<file path="src/hdl/scm_defs.vh">
// Constants for the capture and chip mode register group
`ifndef SCM_DEFS_VH
`define SCM_DEFS_VH

// ****************************************************************
// Register addresses (15-bit serial port address)
// ****************************************************************
`define SCM_ADDR_W            15
`define SCM_ADDR_SKIP         15'h0121
`define SCM_ADDR_TS_DELAY     15'h0123
`define SCM_ADDR_WIN_STATUS   15'h0128
`define SCM_ADDR_PHASE        15'h0129
`define SCM_ADDR_CAP_COUNT    15'h012A
`define SCM_ADDR_SYNC_MODE    15'h01FF
`define SCM_ADDR_APP_MODE     15'h0200
`define SCM_ADDR_DECIM        15'h0201
`define SCM_ADDR_OFFSET       15'h0228

// ****************************************************************
// Reset values
// ****************************************************************
`define SCM_RST_SKIP          4'h0
`define SCM_RST_TS_DELAY      7'h00
`define SCM_RST_SYNC_MODE     2'h0
`define SCM_RST_OP_MODE       2'h0
`define SCM_RST_QDROP         1'b0
`define SCM_RST_DECIM         3'h0
`define SCM_RST_OFFSET        8'h00

// ****************************************************************
// Field positions and codes
// ****************************************************************
`define SCM_APP_QDROP_BIT     5
`define SCM_SYNC_TIMESTAMP    2'h1
`define SCM_OP_FULL_BW        2'h0
`define SCM_OP_DDC0           2'h1
`define SCM_OP_DDC01          2'h2
`define SCM_OP_DDC0123        2'h3
`define SCM_DEC_1             3'h0
`define SCM_DEC_2             3'h1
`define SCM_DEC_4             3'h2
`define SCM_DEC_8             3'h3

// ****************************************************************
// Serial port framing
// ****************************************************************
`define SCM_INSTR_LAST        5'h0F
`define SCM_DATA_LAST         5'h17
`define SCM_FRAME_DONE        5'h18

`endif

</file>
<file path="src/hdl/scm_spi_slave.v">
// Serial control port slave: 16-bit instruction then one data byte
`default_nettype none
`include "scm_defs.vh"

module scm_spi_slave (
   input  wire                     i_core_clk,
   input  wire                     i_rst,
   input  wire                     i_sclk,
   input  wire                     i_csb_n,
   input  wire                     i_sdio,
   output reg                      o_sdio,
   output reg                      o_sdio_oe_n,
   output reg                      o_wr_stb,
   output reg                      o_rd_stb,
   output reg  [`SCM_ADDR_W-1:0]   o_addr,
   output reg  [7:0]               o_wdata,
   input  wire [7:0]               i_rdata
);

   // ****************************************************************
   // Pin synchronisers
   // ****************************************************************
   reg  [1:0] sclk_sync_reg;
   reg  [1:0] csb_sync_reg;
   reg  [1:0] sdi_sync_reg;
   reg        sclk_prev_reg;
   reg  [4:0] bit_cnt_reg;
   reg  [15:0] shift_reg;
   reg  [7:0] tx_reg;
   reg        read_reg;
   reg        load_reg;
   wire       sclk_rise;
   wire       sclk_fall;
   wire       sel;
   wire [15:0] shift_next;

   assign sclk_rise  = sclk_sync_reg[1] & ~sclk_prev_reg;
   assign sclk_fall  = ~sclk_sync_reg[1] & sclk_prev_reg;
   assign sel        = ~csb_sync_reg[1];
   assign shift_next = {shift_reg[14:0], sdi_sync_reg[1]};

   always @(posedge i_core_clk) begin
      sclk_sync_reg <= {sclk_sync_reg[0], i_sclk};
      csb_sync_reg  <= {csb_sync_reg[0], i_csb_n};
      sdi_sync_reg  <= {sdi_sync_reg[0], i_sdio};
      sclk_prev_reg <= sclk_sync_reg[1];
   end

   // ****************************************************************
   // Frame engine
   // ****************************************************************
   always @(posedge i_core_clk) begin
      if (i_rst) begin
         bit_cnt_reg <= 5'h00;
         shift_reg   <= 16'h0000;
         tx_reg      <= 8'h00;
         read_reg    <= 1'b0;
         load_reg    <= 1'b0;
         o_sdio      <= 1'b0;
         o_sdio_oe_n <= 1'b1;
         o_wr_stb    <= 1'b0;
         o_rd_stb    <= 1'b0;
         o_addr      <= {`SCM_ADDR_W{1'b0}};
         o_wdata     <= 8'h00;
      end else begin
         o_wr_stb <= 1'b0;
         o_rd_stb <= 1'b0;
         load_reg <= o_rd_stb;
         if (load_reg) begin
            tx_reg <= i_rdata;
         end
         if (!sel) begin
            bit_cnt_reg <= 5'h00;
            read_reg    <= 1'b0;
            o_sdio_oe_n <= 1'b1;
         end else if (sclk_rise && bit_cnt_reg != `SCM_FRAME_DONE) begin
            shift_reg   <= shift_next;
            bit_cnt_reg <= bit_cnt_reg + 5'h01;
            if (bit_cnt_reg == `SCM_INSTR_LAST) begin
               read_reg <= shift_next[15];
               o_addr   <= shift_next[14:0];
               o_rd_stb <= shift_next[15];
            end
            if (bit_cnt_reg == `SCM_DATA_LAST && !read_reg) begin
               o_wdata  <= shift_next[7:0];
               o_wr_stb <= 1'b1;
            end
         end else if (sclk_fall && read_reg) begin
            if (bit_cnt_reg == `SCM_FRAME_DONE) begin
               o_sdio_oe_n <= 1'b1;
            end else begin
               o_sdio_oe_n <= 1'b0;
               o_sdio      <= tx_reg[7];
               tx_reg      <= {tx_reg[6:0], 1'b0};
            end
         end
      end
   end

endmodule
`default_nettype wire

</file>
<file path="src/hdl/scm_sync_capture.v">
// Reference capture: skip counting, phase latch, counter, timestamp
`default_nettype none

module scm_sync_capture (
   input  wire        i_core_clk,
   input  wire        i_rst,
   input  wire        i_ref_edge,
   input  wire        i_counted_mode,
   input  wire        i_arm,
   input  wire [3:0]  i_skip,
   input  wire [3:0]  i_div_phase,
   input  wire        i_ts_enable,
   input  wire [6:0]  i_ts_delay,
   output reg         o_capture,
   output reg  [3:0]  o_phase,
   output reg  [7:0]  o_count,
   output reg         o_timestamp
);

   reg  [3:0] skip_left_reg;
   reg        armed_reg;
   reg  [6:0] ts_cnt_reg;
   reg        ts_busy_reg;
   reg        cap_now;

   // ****************************************************************
   // Capture decision
   // ****************************************************************
   always @* begin
      cap_now = 1'b0;
      if (i_ref_edge) begin
         if (!i_counted_mode) begin
            cap_now = 1'b1;
         end else if (armed_reg && skip_left_reg == 4'h0) begin
            cap_now = 1'b1;
         end
      end
   end

   always @(posedge i_core_clk) begin
      if (i_rst) begin
         skip_left_reg <= 4'h0;
         armed_reg     <= 1'b1;
         ts_cnt_reg    <= 7'h00;
         ts_busy_reg   <= 1'b0;
         o_capture     <= 1'b0;
         o_phase       <= 4'h0;
         o_count       <= 8'h00;
         o_timestamp   <= 1'b0;
      end else begin
         o_capture   <= cap_now;
         o_timestamp <= 1'b0;
         if (i_arm) begin
            skip_left_reg <= i_skip;
            armed_reg     <= 1'b1;
         end else if (i_ref_edge && i_counted_mode && armed_reg) begin
            if (skip_left_reg == 4'h0) begin
               armed_reg <= 1'b0;
            end else begin
               skip_left_reg <= skip_left_reg - 4'h1;
            end
         end
         if (cap_now) begin
            o_phase <= i_div_phase;
            o_count <= o_count + 8'h01;
         end
         // ****************************************************************
         // Timestamp delay
         // ****************************************************************
         if (cap_now) begin
            ts_busy_reg <= 1'b1;
            ts_cnt_reg  <= i_ts_enable ? i_ts_delay : 7'h00;
         end else if (ts_busy_reg) begin
            if (ts_cnt_reg == 7'h00) begin
               o_timestamp <= 1'b1;
               ts_busy_reg <= 1'b0;
            end else begin
               ts_cnt_reg <= ts_cnt_reg - 7'h01;
            end
         end
      end
   end

endmodule
`default_nettype wire

</file>
<file path="src/hdl/scm_sync_mode_regs.v">
// Capture and chip mode registers with serial port and sample path
`default_nettype none
`include "scm_defs.vh"

module scm_sync_mode_regs #(
   parameter SAMP_W = 14
) (
   input  wire                i_core_clk,
   input  wire                i_rst,
   input  wire                i_sclk,
   input  wire                i_csb_n,
   input  wire                i_sdio,
   output wire                o_sdio,
   output wire                o_sdio_oe_n,
   input  wire                i_sysref,
   input  wire                i_counted_mode,
   input  wire [3:0]          i_div_phase,
   input  wire [7:0]          i_window_status,
   input  wire                i_samp_valid,
   input  wire [SAMP_W-1:0]   i_samp_i,
   input  wire [SAMP_W-1:0]   i_samp_q,
   output reg                 o_samp_valid,
   output reg  [SAMP_W-1:0]   o_samp_i,
   output reg  [SAMP_W-1:0]   o_samp_q,
   output reg                 o_q_valid,
   output reg  [3:0]          o_ddc_enable,
   output reg                 o_full_bandwidth,
   output wire                o_capture,
   output wire                o_timestamp
);

   // ****************************************************************
   // Declarations
   // ****************************************************************
   wire                    wr_stb;
   wire                    rd_stb;
   wire [`SCM_ADDR_W-1:0]  addr;
   wire [7:0]              wdata;
   reg  [7:0]              rdata;

   reg  [3:0]              skip_reg;
   reg  [6:0]              ts_delay_reg;
   reg  [1:0]              sync_mode_reg;
   reg  [1:0]              op_mode_reg;
   reg                     qdrop_reg;
   reg  [2:0]              decim_reg;
   reg  [7:0]              offset_reg;
   reg                     arm_reg;

   reg  [1:0]              ref_sync_reg;
   reg                     ref_prev_reg;
   wire                    ref_edge;

   wire [3:0]              phase;
   wire [7:0]              count;
   wire                    ts_enable;

   reg  [2:0]              dec_cnt_reg;
   reg  [2:0]              dec_mask;
   wire [SAMP_W-1:0]       trim_i;
   wire [SAMP_W-1:0]       trim_q;

   // ****************************************************************
   // Serial control port
   // ****************************************************************
   scm_spi_slave u_spi (
      .i_core_clk  (i_core_clk),
      .i_rst       (i_rst),
      .i_sclk      (i_sclk),
      .i_csb_n     (i_csb_n),
      .i_sdio      (i_sdio),
      .o_sdio      (o_sdio),
      .o_sdio_oe_n (o_sdio_oe_n),
      .o_wr_stb    (wr_stb),
      .o_rd_stb    (rd_stb),
      .o_addr      (addr),
      .o_wdata     (wdata),
      .i_rdata     (rdata)
   );

   // ****************************************************************
   // Register writes
   // ****************************************************************
   always @(posedge i_core_clk) begin
      if (i_rst) begin
         skip_reg      <= `SCM_RST_SKIP;
         ts_delay_reg  <= `SCM_RST_TS_DELAY;
         sync_mode_reg <= `SCM_RST_SYNC_MODE;
         op_mode_reg   <= `SCM_RST_OP_MODE;
         qdrop_reg     <= `SCM_RST_QDROP;
         decim_reg     <= `SCM_RST_DECIM;
         offset_reg    <= `SCM_RST_OFFSET;
         arm_reg       <= 1'b0;
      end else begin
         arm_reg <= 1'b0;
         if (wr_stb) begin
            case (addr)
               `SCM_ADDR_SKIP: begin
                  skip_reg <= wdata[3:0];
                  arm_reg  <= 1'b1;
               end
               `SCM_ADDR_TS_DELAY: begin
                  ts_delay_reg <= wdata[6:0];
               end
               `SCM_ADDR_SYNC_MODE: begin
                  sync_mode_reg <= wdata[1:0];
               end
               `SCM_ADDR_APP_MODE: begin
                  qdrop_reg   <= wdata[`SCM_APP_QDROP_BIT];
                  op_mode_reg <= wdata[1:0];
               end
               `SCM_ADDR_DECIM: begin
                  decim_reg <= wdata[2:0];
               end
               `SCM_ADDR_OFFSET: begin
                  offset_reg <= wdata;
               end
               default: begin
                  arm_reg <= 1'b0;
               end
            endcase
         end
      end
   end

   // ****************************************************************
   // Register reads
   // ****************************************************************
   always @* begin
      case (addr)
         `SCM_ADDR_SKIP:       rdata = {4'h0, skip_reg};
         `SCM_ADDR_TS_DELAY:   rdata = {1'b0, ts_delay_reg};
         `SCM_ADDR_WIN_STATUS: rdata = i_window_status;
         `SCM_ADDR_PHASE:      rdata = {4'h0, phase};
         `SCM_ADDR_CAP_COUNT:  rdata = count;
         `SCM_ADDR_SYNC_MODE:  rdata = {6'h00, sync_mode_reg};
         `SCM_ADDR_APP_MODE:
            rdata = {2'h0, qdrop_reg, 3'h0, op_mode_reg};
         `SCM_ADDR_DECIM:      rdata = {5'h00, decim_reg};
         `SCM_ADDR_OFFSET:     rdata = offset_reg;
         default:              rdata = 8'h00;
      endcase
   end

   // ****************************************************************
   // Reference pin synchroniser and edge detect
   // ****************************************************************
   always @(posedge i_core_clk) begin
      if (i_rst) begin
         ref_sync_reg <= 2'h0;
         ref_prev_reg <= 1'b0;
      end else begin
         ref_sync_reg <= {ref_sync_reg[0], i_sysref};
         ref_prev_reg <= ref_sync_reg[1];
      end
   end

   assign ref_edge  = ref_sync_reg[1] & ~ref_prev_reg;
   assign ts_enable = (sync_mode_reg == `SCM_SYNC_TIMESTAMP);

   // ****************************************************************
   // Capture engine
   // ****************************************************************
   scm_sync_capture u_cap (
      .i_core_clk     (i_core_clk),
      .i_rst          (i_rst),
      .i_ref_edge     (ref_edge),
      .i_counted_mode (i_counted_mode),
      .i_arm          (arm_reg),
      .i_skip         (skip_reg),
      .i_div_phase    (i_div_phase),
      .i_ts_enable    (ts_enable),
      .i_ts_delay     (ts_delay_reg),
      .o_capture      (o_capture),
      .o_phase        (phase),
      .o_count        (count),
      .o_timestamp    (o_timestamp)
   );

   // ****************************************************************
   // Offset trim with saturation
   // ****************************************************************
   function [SAMP_W-1:0] trim;
      input [SAMP_W-1:0] samp;
      input [7:0]        off;
      reg   [SAMP_W:0]   sum;
      begin
         sum = {samp[SAMP_W-1], samp}
             + {{(SAMP_W-7){off[7]}}, off};
         if (sum[SAMP_W] != sum[SAMP_W-1]) begin
            trim = {sum[SAMP_W], {(SAMP_W-1){~sum[SAMP_W]}}};
         end else begin
            trim = sum[SAMP_W-1:0];
         end
      end
   endfunction

   assign trim_i = trim(i_samp_i, offset_reg);
   assign trim_q = trim(i_samp_q, offset_reg);

   // ****************************************************************
   // Decimation ratio
   // ****************************************************************
   always @* begin
      case (decim_reg)
         `SCM_DEC_1: dec_mask = 3'h0;
         `SCM_DEC_2: dec_mask = 3'h1;
         `SCM_DEC_4: dec_mask = 3'h3;
         `SCM_DEC_8: dec_mask = 3'h7;
         default:    dec_mask = 3'h0;
      endcase
   end

   // ****************************************************************
   // Output sample path
   // ****************************************************************
   always @(posedge i_core_clk) begin
      if (i_rst) begin
         dec_cnt_reg  <= 3'h0;
         o_samp_valid <= 1'b0;
         o_samp_i     <= {SAMP_W{1'b0}};
         o_samp_q     <= {SAMP_W{1'b0}};
         o_q_valid    <= 1'b0;
      end else begin
         o_samp_valid <= 1'b0;
         o_q_valid    <= 1'b0;
         if (i_samp_valid) begin
            dec_cnt_reg <= (dec_cnt_reg + 3'h1) & dec_mask;
            if (dec_cnt_reg == 3'h0) begin
               o_samp_valid <= 1'b1;
               o_samp_i     <= trim_i;
               if (qdrop_reg) begin
                  o_samp_q <= {SAMP_W{1'b0}};
               end else begin
                  o_samp_q  <= trim_q;
                  o_q_valid <= 1'b1;
               end
            end
         end
      end
   end

   // ****************************************************************
   // Operating mode decode
   // ****************************************************************
   always @(posedge i_core_clk) begin
      if (i_rst) begin
         o_ddc_enable     <= 4'h0;
         o_full_bandwidth <= 1'b1;
      end else begin
         o_full_bandwidth <= (op_mode_reg == `SCM_OP_FULL_BW);
         case (op_mode_reg)
            `SCM_OP_DDC0:    o_ddc_enable <= 4'h1;
            `SCM_OP_DDC01:   o_ddc_enable <= 4'h3;
            `SCM_OP_DDC0123: o_ddc_enable <= 4'hF;
            default:         o_ddc_enable <= 4'h0;
         endcase
      end
   end

endmodule
`default_nettype wire

</file>
<file path="config.mk">
export PLATFORM = sky130hd
export DESIGN_NAME = scm_sync_mode_regs
export DESIGN_NICKNAME = d
export VERILOG_FILES = /design/src/hdl/scm_spi_slave.v /design/src/hdl/scm_sync_capture.v /design/src/hdl/scm_sync_mode_regs.v
export VERILOG_INCLUDE_DIRS = /design/src /design/src/hdl
export SDC_FILE = /design/constraint.sdc
export NUM_CORES = 1
export LEC_CHECK = 0
export BUFFER_PORTS_ARGS = -buffer_cell sky130_fd_sc_hd__buf_4
export CAP_MARGIN = 0
export CORE_MARGIN = 2
export CORE_UTILIZATION = 66
export CTS_BUF_LIST = sky130_fd_sc_hd__clkbuf_4
export CTS_CLUSTER_SIZE = 14
export DETAILED_ROUTE_END_ITERATION = 12
export PLACE_DENSITY = 0.87
export SETUP_SLACK_MARGIN = 0.02
export SLEW_MARGIN = 15
export SYNTH_ARGS = -nofsm -noshare
export SYNTH_HDL_FRONTEND = slang
export SYNTH_SLANG_ARGS = --single-unit
</file>
<file path="constraint.sdc">
create_clock -name i_core_clk -period 5.7 [get_ports i_core_clk]
set_input_delay 0.285 -clock i_core_clk [delete_from_list [all_inputs] [get_ports i_core_clk]]
set_output_delay 0.285 -clock i_core_clk [all_outputs]
set_load 0.03 [all_outputs]
</file>
==> out/metrics.cfg, run 1 <==
[drt]
viasPerCell = 6.03
drt_wl_total_um = 18900
post_drt_wl_per_cell_um = 15.7
routed-via-count = 7241
drt_iter0_drc = 648
drcViolationCount = 0
drt-pass1-iter-count = 5
ant_nets = 0

[timing]
setup_tns_ns = 0
hold_slack_ns = 0.0453
finClkSkew_ns = 0.0153
max_freq_mhz = 300
hold_viol = 0
min_period_ns = 3.34
maxSlewHeadroom_pct = 30.4
maxSlewViolCount = 0
rsz0062_at_grt = no
worst_pin_slew_ns = 1.04
setup_slack_ns = 2.36
setup_viol = 0
post-route-period-util_pct = 58.6

[critical_path]
cp-start-kind = flop
crit_path_end_kind = flop
worstPathMaxFanout = 13
crit_required_ns = 6.19
crit_type = reg2reg
crit_arrival_ns = 3.83

[global_routing]
grt_use_total_pct = 29.4
grt_pass1_vias = 6457
gr-usage-met1_pct = 38.9
use_met3_pct = 5.42
grt_max_degree = 68
gr-total-overflow = 0
grt.busiest_layer = met2
grt_use_met2_pct = 48.8
grt_pass1_wl_um = 30700
antenna_found_initial = 0

[clock_network]
clkSinkCount = 159
cts_root_buf = clkbuf_4
clkSlewWorstSetupHoldPaths_ns = 0.12
h-tree-depth = 4
clock_path_buffers = 2
cts_tree = done
clk_latency_ns = 0.56
cts_buffers = 17
cts_setup_buffers = 0

[die]
start_util_pct = 67.0
die_area_um2 = 12900
die_height_um = 114
io_pins = 87
fp-row-count = 40
die_w_um = 114
coreArea_um2 = 11900

[placed_design]
post-dp-hpwl_um = 13400
gp_congestion = 0.911
pre_cts_ws_ns = 2.45
numPortBuffers = 86

[synthesis]
syn_avg_cell_area_um2 = 8.17
ys_warn_count = 0
synth_edf_count = 0
synth_top_area_cell = dfxtp_1
synthCells = 973
syn_area_um2 = 7950
synth_nets = 1060
ys_seq_area_share_pct = 40.0
synth_area_leaders = dfxtp_1 (40%), nand2_1 (6.9%), a21oi_1 (6.9%), ha_1 (5.8%), nor2_1 (4.3%)
synthArstFlopShare_pct = 0
synth-seq-cells = 159
ys.flop_type = dfxtp_1
synth_top_cell_area_share_pct = 40.0
synth_cell_types = 73

[cells_and_area]
diodes = 0
num-nets-final = 1130
final_layout_size_suffix_gt1_share_pct = 12.4
area_delta_synth_final_pct = 12.6

[power_and_ir_drop]
p_leak_uw = 0.00348
irDropWorstVdd_mv = 0.164
power_density_nw_per_um2 = 226

[flow_run]
drv_cap = 0

[min_path]
min_path_type = in2reg

[status]
status = finished clean

-- cells in the mapped netlist, types with 4 or more instances --
library cell	number
and3_1	7
o21a_1	4
or2_2	6
a22o_1	7
a21oi_1	110
clkbuf_1	37
a31oi_1	11
buf_2	4
a211oi_1	11
mux2i_1	16
nand2b_1	10
nand2_1	147
o21ai_1	11
and4_1	4
nand4_1	10
nor3_1	13
dfxtp_1	159
nor2b_1	14
a22oi_1	6
a41oi_1	4
nor4_1	6
o21ai_0	32
nand3_1	53
xor2_1	16
nor2_1	91
nor4b_1	4
a21o_1	8
and2_1	6
inv_1	27
ha_1	37
o211ai_1	7
xnor2_1	20
a32oi_1	6
nand3b_1	4
-- kinds of logic after synthesis --
| family | share of synthesized area [%] |
|---|---|
| simple gates | 23.5 |
| mux | 2.01 |
| fa+ha+maj | 6.70 |
| flops | 40.0 |
| compound gates | 19.7 |
| buf+inv | 4.06 |
| xor+xnor | 3.97 |
-- cell usage in the layout, fill, tap and decap left out, drive strengths merged, types with 9 or more instances in the layout --
| cell | instances |
|---|---|
| inv | 27 |
| nor3 | 17 |
| mux2i | 16 |
| dlygate4sd3 | 9 |
| nand2 | 147 |
| clkbuf | 19 |
| ha | 37 |
| nor2 | 91 |
| nor2b | 14 |
| o21ai | 43 |
| dfxtp | 159 |
| buf | 90 |
| a31oi | 11 |
| a21oi | 111 |
| nand3 | 53 |
| xnor2 | 20 |
| nand4 | 10 |
| nand2b | 10 |
| xor2 | 16 |
| a211oi | 11 |
-- worst paths after layout --
check | start | to | slack [ns] | depth (start not counted)
worst max-delay path | offset_reg[0] | o_samp_q[8] | 2.36 | 9
worst min-delay path | i_counted_mode | u_cap.armed_reg | 0.05 | 4
worst max register to register | offset_reg[0] | o_samp_q[8] | 2.36 | 9
worst min register to register | u_spi.csb_sync_reg[0] | u_spi.csb_sync_reg[1] | 0.34 | 0
-- layout make-up --
type                       count  area [um^2]
clock buffer                  19          143
clock inverter                11          124
fill                         907         2910
inverter                      28          105
multi-input combinational    738         4450
sequential                   159         3180
tap                          147          184
timing repair buffer          99          766
-- power by group --
| part | internal [uW] | switching [uW] |
|---|---|---|
| Sequential | 1140 | 15.8 |
| Combinational | 88.0 | 122 |
| Clock | 299 | 367 |
| Total | 1520 | 505 |
-- per-layer routing --
metal  vias to the layer above  routed length (um)
li1                       3609                   -
met1                      3333                8370
met2                       255                8900
met3                        44                1110
met4                         0                 486
met5                         -                   0
-- critical path, stage by stage (launching register included) --
cell and delay [ns]:
dfxtp_1 0.37, ha_1 0.25, fa_1 0.44, a211oi_1 0.32, nor2_1 0.13, o311ai_1 0.44, a21oi_1 0.16, xnor2_1 0.83
o21bai_1 0.16, a21oi_1 0.16
-- through the flow --
step	area, um^2	cells	utilization [%]	power (uW)
6_report	8950	1201	75.5	2030
4_1_cts	8950	1201	75.4	2040
2_1_floorplan	7950	973	-	1310
5_1_grt	8950	1201	75.5	2100
3_3_place_gp	8590	1162	72.4	1380
3_5_place_dp	8590	1162	72.4	1380
-- timing repair --
action	4_1_cts	5_1_grt
resized for setup	0	0
hold endpoints to repair	9	0
hold buffers	9	0
endpoints found under the setup margin	0	0
Note: power is estimated with default switching activity, not from simulation.
==> inputs of run 2 (changes only) <==
--- a/config.mk
+++ b/config.mk
@@ -6,14 +6,15 @@
 export SDC_FILE = /design/constraint.sdc
 export NUM_CORES = 1
 export LEC_CHECK = 0
+export ABC_AREA = 1
 export BUFFER_PORTS_ARGS = -buffer_cell sky130_fd_sc_hd__buf_4
 export CAP_MARGIN = 0
 export CORE_MARGIN = 2
-export CORE_UTILIZATION = 66
+export CORE_UTILIZATION = 61
 export CTS_BUF_LIST = sky130_fd_sc_hd__clkbuf_4
 export CTS_CLUSTER_SIZE = 14
 export DETAILED_ROUTE_END_ITERATION = 12
-export PLACE_DENSITY = 0.87
+export PLACE_DENSITY = 0.81
 export SETUP_SLACK_MARGIN = 0.02
 export SLEW_MARGIN = 15
 export SYNTH_ARGS = -nofsm -noshare
==> constraint.sdc (replaced) <==
create_clock -name i_core_clk -period 3.45 [get_ports i_core_clk]
set_input_delay 0.1725 -clock i_core_clk [delete_from_list [all_inputs] [get_ports i_core_clk]]
set_output_delay 0.1725 -clock i_core_clk [all_outputs]
set_load 0.03 [all_outputs]
==> out/metrics.cfg, run 2 <==
[die]
io_pins = 87
fp-row-count = 42
start_util_pct = 62.8
die_area_um2 = 14600
die_w_um = 121
die_height_um = 121
coreArea_um2 = 13300

[cells_and_area]
area_delta_synth_final_pct = 13.8
nFillCells = 1168
final_area_um2 = 9500
ff_latch_area_um2 = 3180
final_common_cell = nand2_1
fin_util_pct = 71.4
multi_input_comb_area_um2 = 4430
layout_common_cells = nand2_1 (263), dfxtp_1 (159), inv_1 (141)
diodes = 0
num-nets-final = 1360
final_layout_size_suffix_gt1_share_pct = 13.5

[critical_path]
cp-start-kind = flop
crit_path_end_kind = flop
r2r_start = offset_reg[7]
worstReg2RegEnd = o_samp_q[8]
r2r_slack_ns = 0.78
reg2reg_depth = 12
crit_required_ns = 3.97
crit_type = reg2reg
worstPathMaxFanout = 16
crit_arrival_ns = 3.19

[clock_network]
clock_path_buffers = 2
cts_root_buf = clkbuf_4
cts_tree = done
cts_buffers = 17
cts_resized = 0
clkSinkCount = 159
clkSlewWorstSetupHoldPaths_ns = 0.15
cts-hold-fix-buffers = 14
clk_latency_ns = 0.58
h-tree-depth = 4
cts_setup_buffers = 0

[synthesis]
syn_avg_cell_area_um2 = 7.05
ys.flop_type = dfxtp_1
synth_edf_count = 0
synth_nets = 1271
yosysMostFrequentCell = nand2_1
synth_top_cell_area_share_pct = 38.1
synth-seq-cells = 159
synth_cell_types = 43
synth_top_area_cell = dfxtp_1
ys_seq_area_share_pct = 38.1
synth_area_leaders = dfxtp_1 (38%), nand2_1 (12%), a21oi_1 (6.8%), inv_1 (6.3%), nand3_1 (5.6%)
synthCells = 1184
synthArstFlopShare_pct = 0
syn_area_um2 = 8350
synth_commonest_cells = nand2_1 (263), dfxtp_1 (159), inv_1 (141)
ys_warn_count = 0

[min_path]
min_path_cells = 4
min_path_type = in2reg
min_from = i_samp_i[0]
worstHoldEndpoint = o_samp_i[0]

[timing]
max_freq_mhz = 374
hold_viol = 0
worst_pin_slew_ns = 0.761
post-route-period-util_pct = 77.5
setup_tns_ns = 0
min_period_ns = 2.67
maxSlewViolCount = 0
finClkSkew_ns = 0.0163
maxSlewHeadroom_pct = 49.2
setup_viol = 0
rsz0062_at_grt = no

[drt]
ant_nets = 0
drcViolationCount = 0
drt-pass1-iter-count = 6
viasPerCell = 5.42
drt_iter0_drc = 517
routed-via-count = 7922
drt_wl_total_um = 20300
post_drt_wl_per_cell_um = 13.9

[power_and_ir_drop]
p_leak_uw = 0.00415
power_density_nw_per_um2 = 359
irDropWorstVdd_mv = 0.339

[global_routing]
grt_pass1_vias = 7064
grt_max_degree = 52
grt_use_total_pct = 28.2
gr-total-overflow = 0
antenna_found_initial = 0
grt_pass1_wl_um = 33300

[placed_design]
gp_congestion = 0.927
placedInstanceArea_um2 = 9080
numPortBuffers = 86
post-dp-hpwl_um = 14900

[flow_run]
drv_cap = 0

[status]
status = finished clean

==> run 2: cell types whose count changed after synthesis, moves of 9 or more <==
cell | previous run | this run
nand2_1 | 147 | 263
inv_1 | 27 | 141
o21ai_0 | 32 | 85
nand3_1 | 53 | 94
mux2i_1 | 16 | 0
clkbuf_1 | 37 | 23
nor2b_1 | 14 | 0
a21oi_2 | 1 | 14
a31oi_1 | 11 | 1
nand2b_1 | 10 | 0
o21ai_1 | 11 | 1
nor3_1 | 13 | 22
==> run 2: logic make-up (layout without fill, tap and decap cells) <==
family                     Yosys count  in the layout  synth area share (%)
buffers and inverters              185            287                  8.75
DFF                                159            159                  38.1
and+or+nand+nor                    526            526                  27.7
xor gates and xnor gates            22             22                  2.31
adders and majority gates           39             39                  6.03
AOI/OAI and AO/OA                  253            253                  17.1
==> run 2: area by class of cell <==
type	count	share of cell area, %
multi-input cells	840	46.7
repair buffers	105	8.67
inverters	150	5.93
clock buffers	17	1.34
clock inverters	15	1.53
flip-flops and latches	159	33.5
well taps	176	2.32
==> run 2: metrics by stage <==
stage | total power (uW) | hold slack (ns) | worst slack (ns) | instances
6_report | 3410 | 0.0415 | 0.777 | 1462
3_3_place_gp | 2360 | 0.277 | 0.899 | 1416
2_1_floorplan | 2220 | 0.200 | 1.32 | 1184
5_1_grt | 3560 | 0.0572 | 0.554 | 1462
3_5_place_dp | 2360 | 0.279 | 0.817 | 1416
4_1_cts | 3420 | 0.0110 | 0.753 | 1462
==> run 2: critical path, cell delays in order, from the launching register on <==
cell and delay (ns):
dfxtp_1 0.77, ha_1 0.41, nand2_1 0.13, inv_2 0.05, nand2_1 0.09, nand2_1 0.09, a21oi_2 0.21, nand2_2 0.08
nand2_2 0.08, nand2_4 0.07, a21oi_4 0.36, nand2_1 0.12, a21oi_2 0.14
==> run 2: how the worst max path moves through the flow <==
| stage | cells after the start | slack (ns) | endpoint | startpoint |
|---|---|---|---|---|
| 2_1_floorplan | 13 | 1.32 | o_samp_q[0] | offset_reg[7] |
| 3_3_place_gp | 12 | 0.90 | o_samp_q[0] | offset_reg[7] |
| 3_5_place_dp | 12 | 0.82 | o_samp_q[8] | offset_reg[7] |
| 4_1_cts | 12 | 0.75 | o_samp_q[8] | offset_reg[7] |
| 5_1_grt | 12 | 0.55 | o_samp_q[6] | offset_reg[7] |
| 6_report | 12 | 0.78 | o_samp_q[8] | offset_reg[7] |
==> run 2: where the power goes <==
group	internal [uW]	switching (uW)
clock	322	745
combinational	170	259
sequential	1880	28.8
total	2370	1030
==> run 2: routing by layer <==
metal | GRT usage (%) | up-vias | part of all wire (%)
met5 | 0 | - | 0
met4 | 7.78 | 0 | 1.7
met3 | 5.08 | 31 | 6.0
met2 | 45.1 | 239 | 45
met1 | 39.2 | 3562 | 47
li1 | - | 4090 | -
